[config.mk]
export PLATFORM = sky130hd
export DESIGN_NAME = stop_wake_and_voltage_monitor
export DESIGN_NICKNAME = d
export VERILOG_FILES = /design/src/supply_monitor_pkg.sv /design/src/stop_wake_and_voltage_monitor.sv /design/src/sync_two_flop.sv
export VERILOG_INCLUDE_DIRS = /design/src
export SDC_FILE = /design/constraint.sdc
export NUM_CORES = 1
export LEC_CHECK = 0
export BUFFER_PORTS_ARGS = -buffer_cell sky130_fd_sc_hd__buf_2
export CORE_UTILIZATION = 30
export CTS_CLUSTER_SIZE = 12
export DETAILED_ROUTE_END_ITERATION = 6
export PLACE_DENSITY_LB_ADDON = 0.12
export SYNTH_ARGS = -nofsm -noshare
export SYNTH_HDL_FRONTEND = slang
export SYNTH_SLANG_ARGS = --single-unit
export TNS_END_PERCENT = 5
[constraint.sdc]
create_clock -name pclk -period 2.3 [get_ports pclk]
set_input_delay 0 -clock pclk [delete_from_list [all_inputs] [get_ports pclk]]
set_output_delay 0 -clock pclk [all_outputs]
set_load 0.01 [all_outputs]
[src/supply_monitor_map.svh]
// Register offsets, field positions, reset values and timing counts of the supply monitor.
`ifndef SUPPLY_MONITOR_MAP_SVH
`define SUPPLY_MONITOR_MAP_SVH

// ****************************************************************
// Register indices and byte addresses
// ****************************************************************
`define VD_CTRL_INDEX        8'h0C
`define WAKE_CTRL_INDEX      8'h0D
`define IRQ_STATUS_INDEX     8'h0E
`define IRQ_MASK_INDEX       8'h0F
`define VD_CTRL_ADDR         12'h030
`define WAKE_CTRL_ADDR       12'h034
`define IRQ_STATUS_ADDR      12'h038
`define IRQ_MASK_ADDR        12'h03C

// ****************************************************************
// Field positions
// ****************************************************************
`define VD_ENABLE_BIT        0
`define VD_LOW_FLAG_BIT      1
`define VD_HIGH_FLAG_BIT     2
`define WAKE_LEVEL_BIT       6
`define WAKE_SRC_MSB         4
`define WAKE_SRC_LSB         2
`define LOW_SUPPLY_IRQ_BIT   5

// ****************************************************************
// Reset values
// ****************************************************************
`define VD_CTRL_RESET        8'h00
`define WAKE_CTRL_RESET      8'h00
`define IRQ_STATUS_RESET     8'h00
`define IRQ_MASK_RESET       8'h00

// ****************************************************************
// Timing
// ****************************************************************
`define PCLK_PERIOD_NS       50
`define SUPPLY_SETTLE_NS     20000
`define SUPPLY_SETTLE_CYCLES ((`SUPPLY_SETTLE_NS + `PCLK_PERIOD_NS - 1) / `PCLK_PERIOD_NS)

`endif

[src/supply_monitor_pkg.sv]
// Types shared by the stop-wake and supply monitor logic.
package supply_monitor_pkg;

   // Wake-source selections of the stop-wake control field.
   typedef enum logic [2:0] {
      WAKE_POR_ONLY     = 3'h0,
      WAKE_NAND_P2_LOW  = 3'h1,
      WAKE_NAND_P2_ALL  = 3'h2,
      WAKE_NOR_P3       = 3'h3,
      WAKE_NAND_P3      = 3'h4,
      WAKE_NOR_P3_P0    = 3'h5,
      WAKE_NAND_P3_P0   = 3'h6,
      WAKE_NAND_P3_P2   = 3'h7
   } wake_source_e;

   // Life cycle of the supply monitor after it is enabled.
   typedef enum logic [1:0] {
      MON_OFF,
      MON_SETTLING,
      MON_ACTIVE
   } monitor_state_e;

endpackage

[src/stop_wake_and_voltage_monitor.sv]
// Stop-mode wake selection and supply-voltage monitor with APB registers.
//
// Functional notes
// - Wake-source field picks pin combination, resets zero.
// - Output-configured port 0 and port 2 pins never join wake logic.
// - Monitoring runs only while enable bit set.
// - Flags hidden until 20 us after enabling.
// - Bit 2 shows high-supply flag.
// - Bit 1 shows low-supply flag.
// - Enabled low flag raises low-supply interrupt request.
// - Request bit latches until cleared or reset.
// - Mask gates request onto interrupt output.
`timescale 1ns/1ns
`default_nettype none
`include "supply_monitor_map.svh"
module stop_wake_and_voltage_monitor
   import supply_monitor_pkg::*;
#(
   parameter int SETTLE_CYCLES = `SUPPLY_SETTLE_CYCLES
) (
   // Clock and reset.
   input  wire logic        pclk,
   input  wire logic        presetn,
   // APB slave.
   input  wire logic        psel,
   input  wire logic        penable,
   input  wire logic        pwrite,
   input  wire logic [11:0] paddr,
   input  wire logic [31:0] pwdata,
   output var  logic [31:0] prdata,
   output var  logic        pready,
   output var  logic        pslverr,
   // Port pin levels and their direction (1 = pin is an output).
   input  wire logic [7:0]  port0_in,
   input  wire logic [7:0]  port0_is_output,
   input  wire logic [7:0]  port2_in,
   input  wire logic [7:0]  port2_is_output,
   input  wire logic [7:0]  port3_in,
   // Analog comparator outputs, asynchronous.
   input  wire logic        supply_above_high,
   input  wire logic        supply_below_low,
   // Outputs to the power and interrupt logic.
   output var  logic        stop_wake,
   output var  logic        supply_monitor_enable,
   output var  logic        supply_monitor_settled,
   output var  logic        irq
);

   // ****************************************************************
   // Declarations
   // ****************************************************************
   localparam int CNT_W = $clog2(SETTLE_CYCLES + 1);

   logic             vd_enable;         // Monitor enable bit.
   logic             next_vd_enable;
   logic             wake_level;        // Active level of the wake condition.
   logic             next_wake_level;
   wake_source_e     wake_source;       // Selected wake combination.
   wake_source_e     next_wake_source;
   logic [7:0]       irq_status;        // Sticky interrupt requests.
   logic [7:0]       next_irq_status;
   logic [7:0]       irq_mask;          // Interrupt enables.
   logic [7:0]       next_irq_mask;
   monitor_state_e   mon_state;         // Settling state of the monitor.
   monitor_state_e   next_mon_state;
   logic [CNT_W-1:0] settle_cnt;        // Cycles left before flags are valid.
   logic [CNT_W-1:0] next_settle_cnt;
   logic             high_flag;         // Published high-supply flag.
   logic             next_high_flag;
   logic             low_flag;          // Published low-supply flag.
   logic             next_low_flag;
   logic [31:0]      next_prdata;
   logic             next_pready;
   logic             next_pslverr;
   logic             next_stop_wake;
   logic             next_irq;
   logic             above_sync;        // Synchronised high comparator.
   logic             below_sync;        // Synchronised low comparator.
   logic             setup_phase;       // APB setup cycle seen.
   logic             write_done;        // Write completes at this edge.
   logic             read_done;         // Read completes at this edge.
   logic             addr_ok;           // Address hits a register.
   logic             wake_raw;          // Combined wake condition before level.

   // ****************************************************************
   // Comparator synchronisers
   // ****************************************************************
   // synchronise comparator levels
   sync_two_flop u_sync_above (
      .pclk     (pclk),
      .presetn  (presetn),
      .async_in (supply_above_high),
      .sync_out (above_sync)
   );

   sync_two_flop u_sync_below (
      .pclk     (pclk),
      .presetn  (presetn),
      .async_in (supply_below_low),
      .sync_out (below_sync)
   );

   // ****************************************************************
   // APB decode
   // ****************************************************************
   // The slave answers in the first access cycle: pready is a flop that is
   // loaded during setup, which costs nothing and keeps outputs registered.
   always_comb begin
      setup_phase = psel && !penable;
      write_done  = psel && penable && pready && pwrite;
      read_done   = psel && penable && pready && !pwrite;
      addr_ok     = (paddr == `VD_CTRL_ADDR)    || (paddr == `WAKE_CTRL_ADDR) ||
                    (paddr == `IRQ_STATUS_ADDR) || (paddr == `IRQ_MASK_ADDR);
   end

   // Read data and answer are prepared in setup and held through access.
   always_comb begin
      next_prdata  = prdata;
      next_pready  = 1'b0;
      next_pslverr = 1'b0;
      if (setup_phase) begin
         next_pready  = 1'b1;
         next_pslverr = !addr_ok;
         next_prdata  = 32'h0000_0000;
         if (!pwrite) begin
            unique case (paddr)
               `VD_CTRL_ADDR: begin
                  next_prdata[`VD_HIGH_FLAG_BIT:`VD_ENABLE_BIT] = {high_flag, low_flag, vd_enable};
               end
               // The wake control register is write only and reads as zero.
               `IRQ_STATUS_ADDR: next_prdata[7:0] = irq_status;
               `IRQ_MASK_ADDR:   next_prdata[7:0] = irq_mask;
               default:          next_prdata = 32'h0000_0000;
            endcase
         end
      end else if (psel && penable && !pready) begin
         next_pready  = 1'b1;
         next_pslverr = pslverr;
      end
   end

   // Bus answer registers.
   always_ff @(posedge pclk or negedge presetn) begin
      if (!presetn) begin
         prdata  <= 32'h0000_0000;
         pready  <= 1'b0;
         pslverr <= 1'b0;
      end else begin
         prdata  <= next_prdata;
         pready  <= next_pready;
         pslverr <= next_pslverr;
      end
   end

   // ****************************************************************
   // Control registers
   // ****************************************************************
   // Writes take effect at the access edge; reserved bits are dropped.
   always_comb begin
      next_vd_enable   = vd_enable;
      next_wake_level  = wake_level;
      next_wake_source = wake_source;
      next_irq_mask    = irq_mask;
      if (write_done) begin
         unique case (paddr)
            `VD_CTRL_ADDR: begin
               next_vd_enable = pwdata[`VD_ENABLE_BIT];
            end
            `WAKE_CTRL_ADDR: begin
               next_wake_level  = pwdata[`WAKE_LEVEL_BIT];
               next_wake_source = wake_source_e'(pwdata[`WAKE_SRC_MSB:`WAKE_SRC_LSB]);
            end
            `IRQ_MASK_ADDR: begin
               next_irq_mask = pwdata[7:0];
            end
            default: next_irq_mask = irq_mask;
         endcase
      end
   end

   // Control flops clear to their reset values.
   always_ff @(posedge pclk or negedge presetn) begin
      if (!presetn) begin
         vd_enable   <= 1'(`VD_CTRL_RESET >> `VD_ENABLE_BIT);
         wake_level  <= 1'b0;
         wake_source <= WAKE_POR_ONLY;
         irq_mask    <= `IRQ_MASK_RESET;
      end else begin
         vd_enable   <= next_vd_enable;
         wake_level  <= next_wake_level;
         wake_source <= next_wake_source;
         irq_mask    <= next_irq_mask;
      end
   end

   // ****************************************************************
   // Supply monitor and flags
   // ****************************************************************
   // The comparators need time to settle, so the flags stay clear until the
   // settling count has run out; a disable restarts the whole wait.
   always_comb begin
      next_mon_state  = mon_state;
      next_settle_cnt = settle_cnt;
      next_high_flag  = 1'b0;
      next_low_flag   = 1'b0;
      unique case (mon_state)
         MON_OFF: begin
            if (vd_enable) begin
               next_mon_state  = MON_SETTLING;
               next_settle_cnt = CNT_W'(SETTLE_CYCLES - 1);
            end
         end
         MON_SETTLING: begin
            if (!vd_enable) begin
               next_mon_state = MON_OFF;
            end else if (settle_cnt == '0) begin
               next_mon_state = MON_ACTIVE;
            end else begin
               next_settle_cnt = settle_cnt - 1'b1;
            end
         end
         MON_ACTIVE: begin
            if (!vd_enable) begin
               next_mon_state = MON_OFF;
            end else begin
               next_high_flag = above_sync;
               next_low_flag  = below_sync;
            end
         end
      endcase
   end

   // Monitor state and flags.
   always_ff @(posedge pclk or negedge presetn) begin
      if (!presetn) begin
         mon_state  <= MON_OFF;
         settle_cnt <= '0;
         high_flag  <= 1'b0;
         low_flag   <= 1'b0;
      end else begin
         mon_state  <= next_mon_state;
         settle_cnt <= next_settle_cnt;
         high_flag  <= next_high_flag;
         low_flag   <= next_low_flag;
      end
   end

   // ****************************************************************
   // Interrupt request and mask
   // ****************************************************************
   // A read clears only the bits it returned, and a new event wins over the
   // clear, so no low-supply event is lost between setup and access.
   always_comb begin
      next_irq_status = irq_status;
      if (read_done && (paddr == `IRQ_STATUS_ADDR)) begin
         next_irq_status = irq_status & ~prdata[7:0];
      end
      if (vd_enable && low_flag) begin
         next_irq_status[`LOW_SUPPLY_IRQ_BIT] = 1'b1;
      end
      next_irq = |(next_irq_status & irq_mask);
   end

   // Interrupt flops.
   always_ff @(posedge pclk or negedge presetn) begin
      if (!presetn) begin
         irq_status <= `IRQ_STATUS_RESET;
         irq        <= 1'b0;
      end else begin
         irq_status <= next_irq_status;
         irq        <= next_irq;
      end
   end

   // ****************************************************************
   // Stop-mode wake logic
   // ****************************************************************
   // Excluded pins are forced to the neutral value of their gate: one for a
   // NAND and zero for a NOR, so they can neither cause nor block a wake.
   always_comb begin
      logic [7:0] p0_nand;
      logic [7:0] p0_nor;
      logic [7:0] p2_nand;
      logic [2:0] p3;
      p0_nand = port0_in | port0_is_output;
      p0_nor  = port0_in & ~port0_is_output;
      p2_nand = port2_in | port2_is_output;
      p3      = port3_in[3:1];
      unique case (wake_source)
         WAKE_POR_ONLY:    wake_raw = 1'b0;
         WAKE_NAND_P2_LOW: wake_raw = ~&p2_nand[3:0];
         WAKE_NAND_P2_ALL: wake_raw = ~&p2_nand;
         WAKE_NOR_P3:      wake_raw = ~|p3;
         WAKE_NAND_P3:     wake_raw = ~&p3;
         WAKE_NOR_P3_P0:   wake_raw = ~|{p3, p0_nor[0], p0_nor[7]};
         WAKE_NAND_P3_P0:  wake_raw = ~&{p3, p0_nand[0], p0_nand[7]};
         WAKE_NAND_P3_P2:  wake_raw = ~&{p3, p2_nand[2:0]};
      endcase
      next_stop_wake = (wake_source != WAKE_POR_ONLY) && (wake_raw == wake_level);
   end

   // Wake and monitor status outputs.
   always_ff @(posedge pclk or negedge presetn) begin
      if (!presetn) begin
         stop_wake              <= 1'b0;
         supply_monitor_enable  <= 1'b0;
         supply_monitor_settled <= 1'b0;
      end else begin
         stop_wake              <= next_stop_wake;
         supply_monitor_enable  <= next_vd_enable;
         // Settled rises on the same edge as the first valid flags, never before.
         supply_monitor_settled <= (mon_state == MON_ACTIVE) && vd_enable;
      end
   end

endmodule
`default_nettype wire

[src/sync_two_flop.sv]
// Two-flop synchroniser for one asynchronous level.
`timescale 1ns/1ns
`default_nettype none
module sync_two_flop (
   // Clock and reset.
   input  wire logic pclk,
   input  wire logic presetn,
   // Asynchronous level in, synchronous level out.
   input  wire logic async_in,
   output var  logic sync_out
);

   // First stage; only the second stage reads it.
   logic meta;

   // Both stages clear to a constant under reset.
   always_ff @(posedge pclk or negedge presetn) begin
      if (!presetn) begin
         meta     <= 1'b0;
         sync_out <= 1'b0;
      end else begin
         meta     <= async_in;
         sync_out <= meta;
      end
   end

endmodule
`default_nettype wire
# After elaboration in Yosys (flattened, before gate mapping)
# Index checks and enable logic that the tools add are counted.
# op_classes
n_addsub	1
n_mul	0
n_div	0
order_cmp	0
n_eq_ne	20
n_shift	0
n_mux	23
bitwise_logic	7
n_reduce_logical	42
# ops
cell	count
== test 12 x 6 -> 1 bit, second input constant	4
2-to-1 mux 9 bit	3
AND 8 bit	3
case mux 9 bit (2 select lines)	1
2-to-1 mux 8 bit	2
inverter 8 bit	2
OR 8 bit	2
== test 3 bit, second input constant	4
zero test 1 bit	11
logical AND 1 bit	10
inequality test 2 bit, second input constant	5
case mux 5 bit (2 select lines)	1
zero test 9 bit	1
2-to-1 mux 1 bit	9
case mux 3 bit (3 select lines)	1
subtractor 9 x 1 -> 9 bit, second input constant	1
2-to-1 mux 2 bit	4
case mux 1 bit (8 select lines)	1
AND reduction 4 bit	2
AND reduction 8 bit	1
OR reduction 8 bit	1
== test 3 x 2 -> 1 bit, second input constant	2
case mux 2 bit (3 select lines)	1
AND reduction 2 bit	3
15 further kinds	18
# totals
ff_bits	75
latchBits	0
mem_bits_rw	0
mem_bits_ro	0
input_bits	91
out_inout_bits	38
n_memories	0

# Longest topological paths before layout
# logic_depth
depth_word	8
depth_mapped	8
mapped_depth_nobuf	7

# Modules after synthesis
# Synthesis repeated with hierarchy kept, for this count alone.
# unflattened
cells_unflattened	262
hier_area_um2	2691.3
# modules_own_cells
mod	instances	cells_each	area_per_inst_um2	seq_area_each_um2
stop_wake_and_voltage_monitor	1	258	2591.2	1176.1
sync_two_flop	2	2	50.0	50.0

# Least setup slack after synthesis
# Ideal clock, no wire load.
# synth_timing
kind	register to register
start	register mon_state[1]
end	register settle_cnt[7]
setup_ps	119
t_arrival_ps	1730
path_slack_ps	451
stages_incl_launch_ff	9
n_path_buf	1
synth_period_minus_slack_ps	1849
cell_sequence	dfrtp_1 > inv_1 > ha_1 > clkbuf_1 > o21ai_0 > a41oi_1 > nand3_1 > xor2_1 > nand2_1
# synth_via
elab_chain_len	3
word_cells_on_any_way	8
# synth_lines
element	line	rtl
from (decl)	stop_wake_and_voltage_monitor.sv:64	monitor_state_e mon_state;
from (signal assigned)	stop_wake_and_voltage_monitor.sv:241	mon_state <= next_mon_state;
== test 2 x 1 -> 1 bit or zero test 2 bit (tied branches)	stop_wake_and_voltage_monitor.sv:206	unique case (mon_state)
inequality test 2 bit (no source line) or nonzero test 2 bit (tied branches)	n/a	
AND reduction 4 bit (no source line)	n/a	
to (signal assigned)	stop_wake_and_voltage_monitor.sv:242	settle_cnt <= next_settle_cnt;
to (decl)	stop_wake_and_voltage_monitor.sv:66	logic [CNT_W-1:0] settle_cnt;
# Parallel ways exist; a longest one is shown, timed or not.
# A chain may end at the register's enable or synchronous reset.

# Worst setup path in the final report
# layout_timing
start	register settle_cnt[0]
end	register mon_state[1]
# layout_via
elab_chain_len	3
# layout_lines
element	line	rtl
zero test 9 bit	stop_wake_and_voltage_monitor.sv:216	end else if (settle_cnt == '0) begin
inequality test 3 bit (no source line)	n/a	
AND reduction 3 bit (no source line)	n/a	
# Every way passes these cells.

==> flow_summary.json <==
{
  "status": "completed",
  "rows": 34,
  "synth_most_common_cell": "dfrtp_1",
  "maxCapViolCount": 0,
  "area_delta_synth_final_pct": 23.2,
  "numCtsBuffers": 5,
  "pin_count": 129,
  "cp_max_fo": 6,
  "hold_ws_ns": 0.0642,
  "fin_crit_sh_pct": 80.5,
  "routed-via-count": 2118,
  "cts_tree": "yes",
  "rsz0062_at_grt": "no",
  "clk_pin_slew_ns": 0.11,
  "min_period_ns": 1.85,
  "grt_usage_pct": 12.9,
  "clkSinkCount": 51,
  "fin_setup_tns_ns": 0,
  "cpPeakStageDelay_ns": 0.42,
  "async_reset_ff_share_pct": 100,
  "clk_latency_ns": 0.31,
  "vdd_ir_drop_max_uv": 357,
  "grt_pass1_wl_mm": 9.74,
  "yosysSeqAreaShare_pct": 47.4,
  "p_leak_nw": 1.64,
  "critical_path_class": "register to register",
  "synthTopCellsByCount": "dfrtp_1 (51), nand2_1 (26), buf_4 (24), inv_1 (13)",
  "globalplace.congestion": 0.737,
  "critPathArrivalTime_ns": 2.05,
  "slowest_stage": "dfrtp_1",
  "fp.dieH_um": 96.7,
  "tightest_slew_ns": 0.561,
  "cts_max_path_buffers": 2,
  "grt_overflow": 0,
  "ys_types": 49,
  "start_util_pct": 30.9,
  "htree_levels": 2,
  "wl_per_cell_um": 12.7,
  "relSlewSlack_pct": 62.1,
  "rr_worst_depth": 7,
  "drt_wl_total_mm": 5.79,
  "cp_num_buf_inv": 1,
  "powerDensity_nw_per_um2": 595,
  "synth_largest_area_cell": "dfrtp_1",
  "crit_path_cell_trace": "inv_1 > ha_1 > nor3b_1 > nand3_1 > nand2_1 > o31ai_1 > a32o_1",
  "die_w_um": 96.7,
  "yosysWarnings": 0,
  "r2r_slack_ns": 0.45,
  "cp.depth": 7,
  "setup.worst_path.end": "mon_state[1]",
  "antenna_found_initial": 0,
  "grt_max_degree": 22,
  "setup_ws_ns": 0.448,
  "coreArea_um2": 8720,
  "via_per_inst": 4.64,
  "setup_viol": 0,
  "synth_area_leaders": "dfrtp_1 (47%), buf_4 (6.7%), mux2_2 (5.0%), mux2i_1 (3.7%), nand2_1 (3.6%)",
  "regArea_um2": 1280,
  "firstDrtPassIters": 4,
  "reg2reg_to": "mon_state[1]",
  "crit_path_end_kind": "register",
  "nets": 442,
  "drive_gt1_share_pct": 29.0,
  "instances_no_fill": 456,
  "first_global_vias": 2020,
  "drc": 0,
  "port_buffers": 63,
  "initialDrtViolationCount": 107,
  "postLayoutCoreUtil_pct": 38.0,
  "ys_ff_latch": 51,
  "post_cts_buffers": 0,
  "synth_edf_count": 0,
  "drtAntennaViolNets": 0,
  "synthCells": 262,
  "antenna_cells": 0,
  "final_max_slew_viol_count": 0,
  "syn_avg_cell_area_um2": 10.3,
  "ctsRootBufferMaster": "clkbuf_8",
  "dp_hpwl_mm": 4.23,
  "ys_dominant_reg_cell": "dfrtp_1",
  "clock-skew-final_ns": 0.0119,
  "synth.top_cell.area_share_pct": 47.4,
  "max_freq_mhz": 540,
  "hold_viol_final": 0,
  "r2r_start": "settle_cnt[0]",
  "numPlacedInstances": 434,
  "crit_required_ns": 2.50,
  "path_delay_family": "simple AND/OR/NAND/NOR gates",
  "multi_input_area_um2": 1240,
  "cp-start-kind": "register",
  "critPathLaunch": "settle_cnt[0]",
  "syn_area_um2": 2690,
  "dieArea_um2": 9350,
  "hold_path.class": "primary input to register",
  "fillers": 884,
  "preCtsSetupSlack_ns": 0.378
}
==> state kept, by name (all words and copies together), names as in the netlist <==
name	flops
pready	1
supply_monitor_settled	1
wake_source	3
high_flag	1
irq_status	8
supply_monitor_enable	1
irq	1
u_sync_above.meta	1
settle_cnt	9
mon_state	2
stop_wake	1
irq_mask	8
low_flag	1
u_sync_above.sync_out	1
u_sync_below.sync_out	1
wake_level	1
prdata	8
pslverr	1
u_sync_below.meta	1
==> metrics by stage <==
step / instance area, µm² / power, mW
2_1_floorplan: 2780 / 1.28
3_3_place_gp: 3080 / 1.41
3_5_place_dp: 3080 / 1.41
4_1_cts: 3320 / 2.01
5_1_grt: 3320 / 2.10
6_report: 3320 / 1.98
==> routing by layer <==
layer | vias to the layer above | track usage [%] | wire [µm]
li1 | 1055 | - | -
met1 | 1005 | 18.0 | 2880
met2 | 52 | 19.9 | 2590
met3 | 6 | 2.82 | 256
met4 | 0 | 3.90 | 70
met5 | - | 0 | 0
==> kinds of logic (layout without fill, tap and decap cells) <==
family	after synthesis	in the layout	synth area share (%)
AND/OR/NAND/NOR	84	84	17.5
flip-flops	51	51	47.4
other	1	24	0.139
XOR/XNOR	5	5	1.63
adder cells (fa/ha/maj)	4	4	1.86
AO/OA/AOI/OAI	51	51	12.8
multiplexers	22	22	8.74
buffers and inverters	44	107	9.86
==> what timing repair did <==
item,4_1_cts,5_1_grt
endpoints found under the setup margin,0,0
hold endpoints to repair,47,0
hold buffers,14,0
resized for setup,0,0
==> worst min-delay path: stages <==
cell     delay (ns)
buf_2          0.14
nor3b_4        0.08
nand2_1        0.06
o21ai_0        0.06
==> layout make-up <==
class / count / share of cell area [%]
Inverter: 13 / 1.47
Timing Repair Buffer: 86 / 15.8
Clock inverter: 3 / 0.868
Sequential cell: 51 / 38.5
Tap cell: 108 / 4.07
Clock buffer: 5 / 2.07
Multi-Input combinational cell: 190 / 37.3
==> how the worst min path moves through the flow <==
stage	start	end	slack, ns	cells after the start
detailed placement	presetn	pslverr	-0.06	1
finish	paddr[3]	wake_source[1]	0.06	4
global placement	presetn	pslverr	-0.06	1
global route	paddr[3]	wake_source[1]	0.08	3
floorplan	presetn	high_flag	-0.30	0
CTS	paddr[3]	wake_source[1]	0.06	4
==> layout by cell type, fill, tap and decap left out, types with 9 or more instances in the layout <==
cell type	n
inv_1	13
o21ai_0	12
dfrtp_1	51
conb_1	24
buf_4	9
nor2_1	12
nand2_1	26
mux2i_1	10
mux2_2	12
dlygate4sd3_1	14
nand3_1	10
buf_2	63
==> power breakdown <==
group	leakage (nW)	switching (mW)	internal, mW
clock	0.0502	0.337	0.226
combinational	0.931	0.238	0.191
sequential	0.661	0.0377	0.945
total	1.64	0.613	1.36
(Power assumes the default switching activity.)
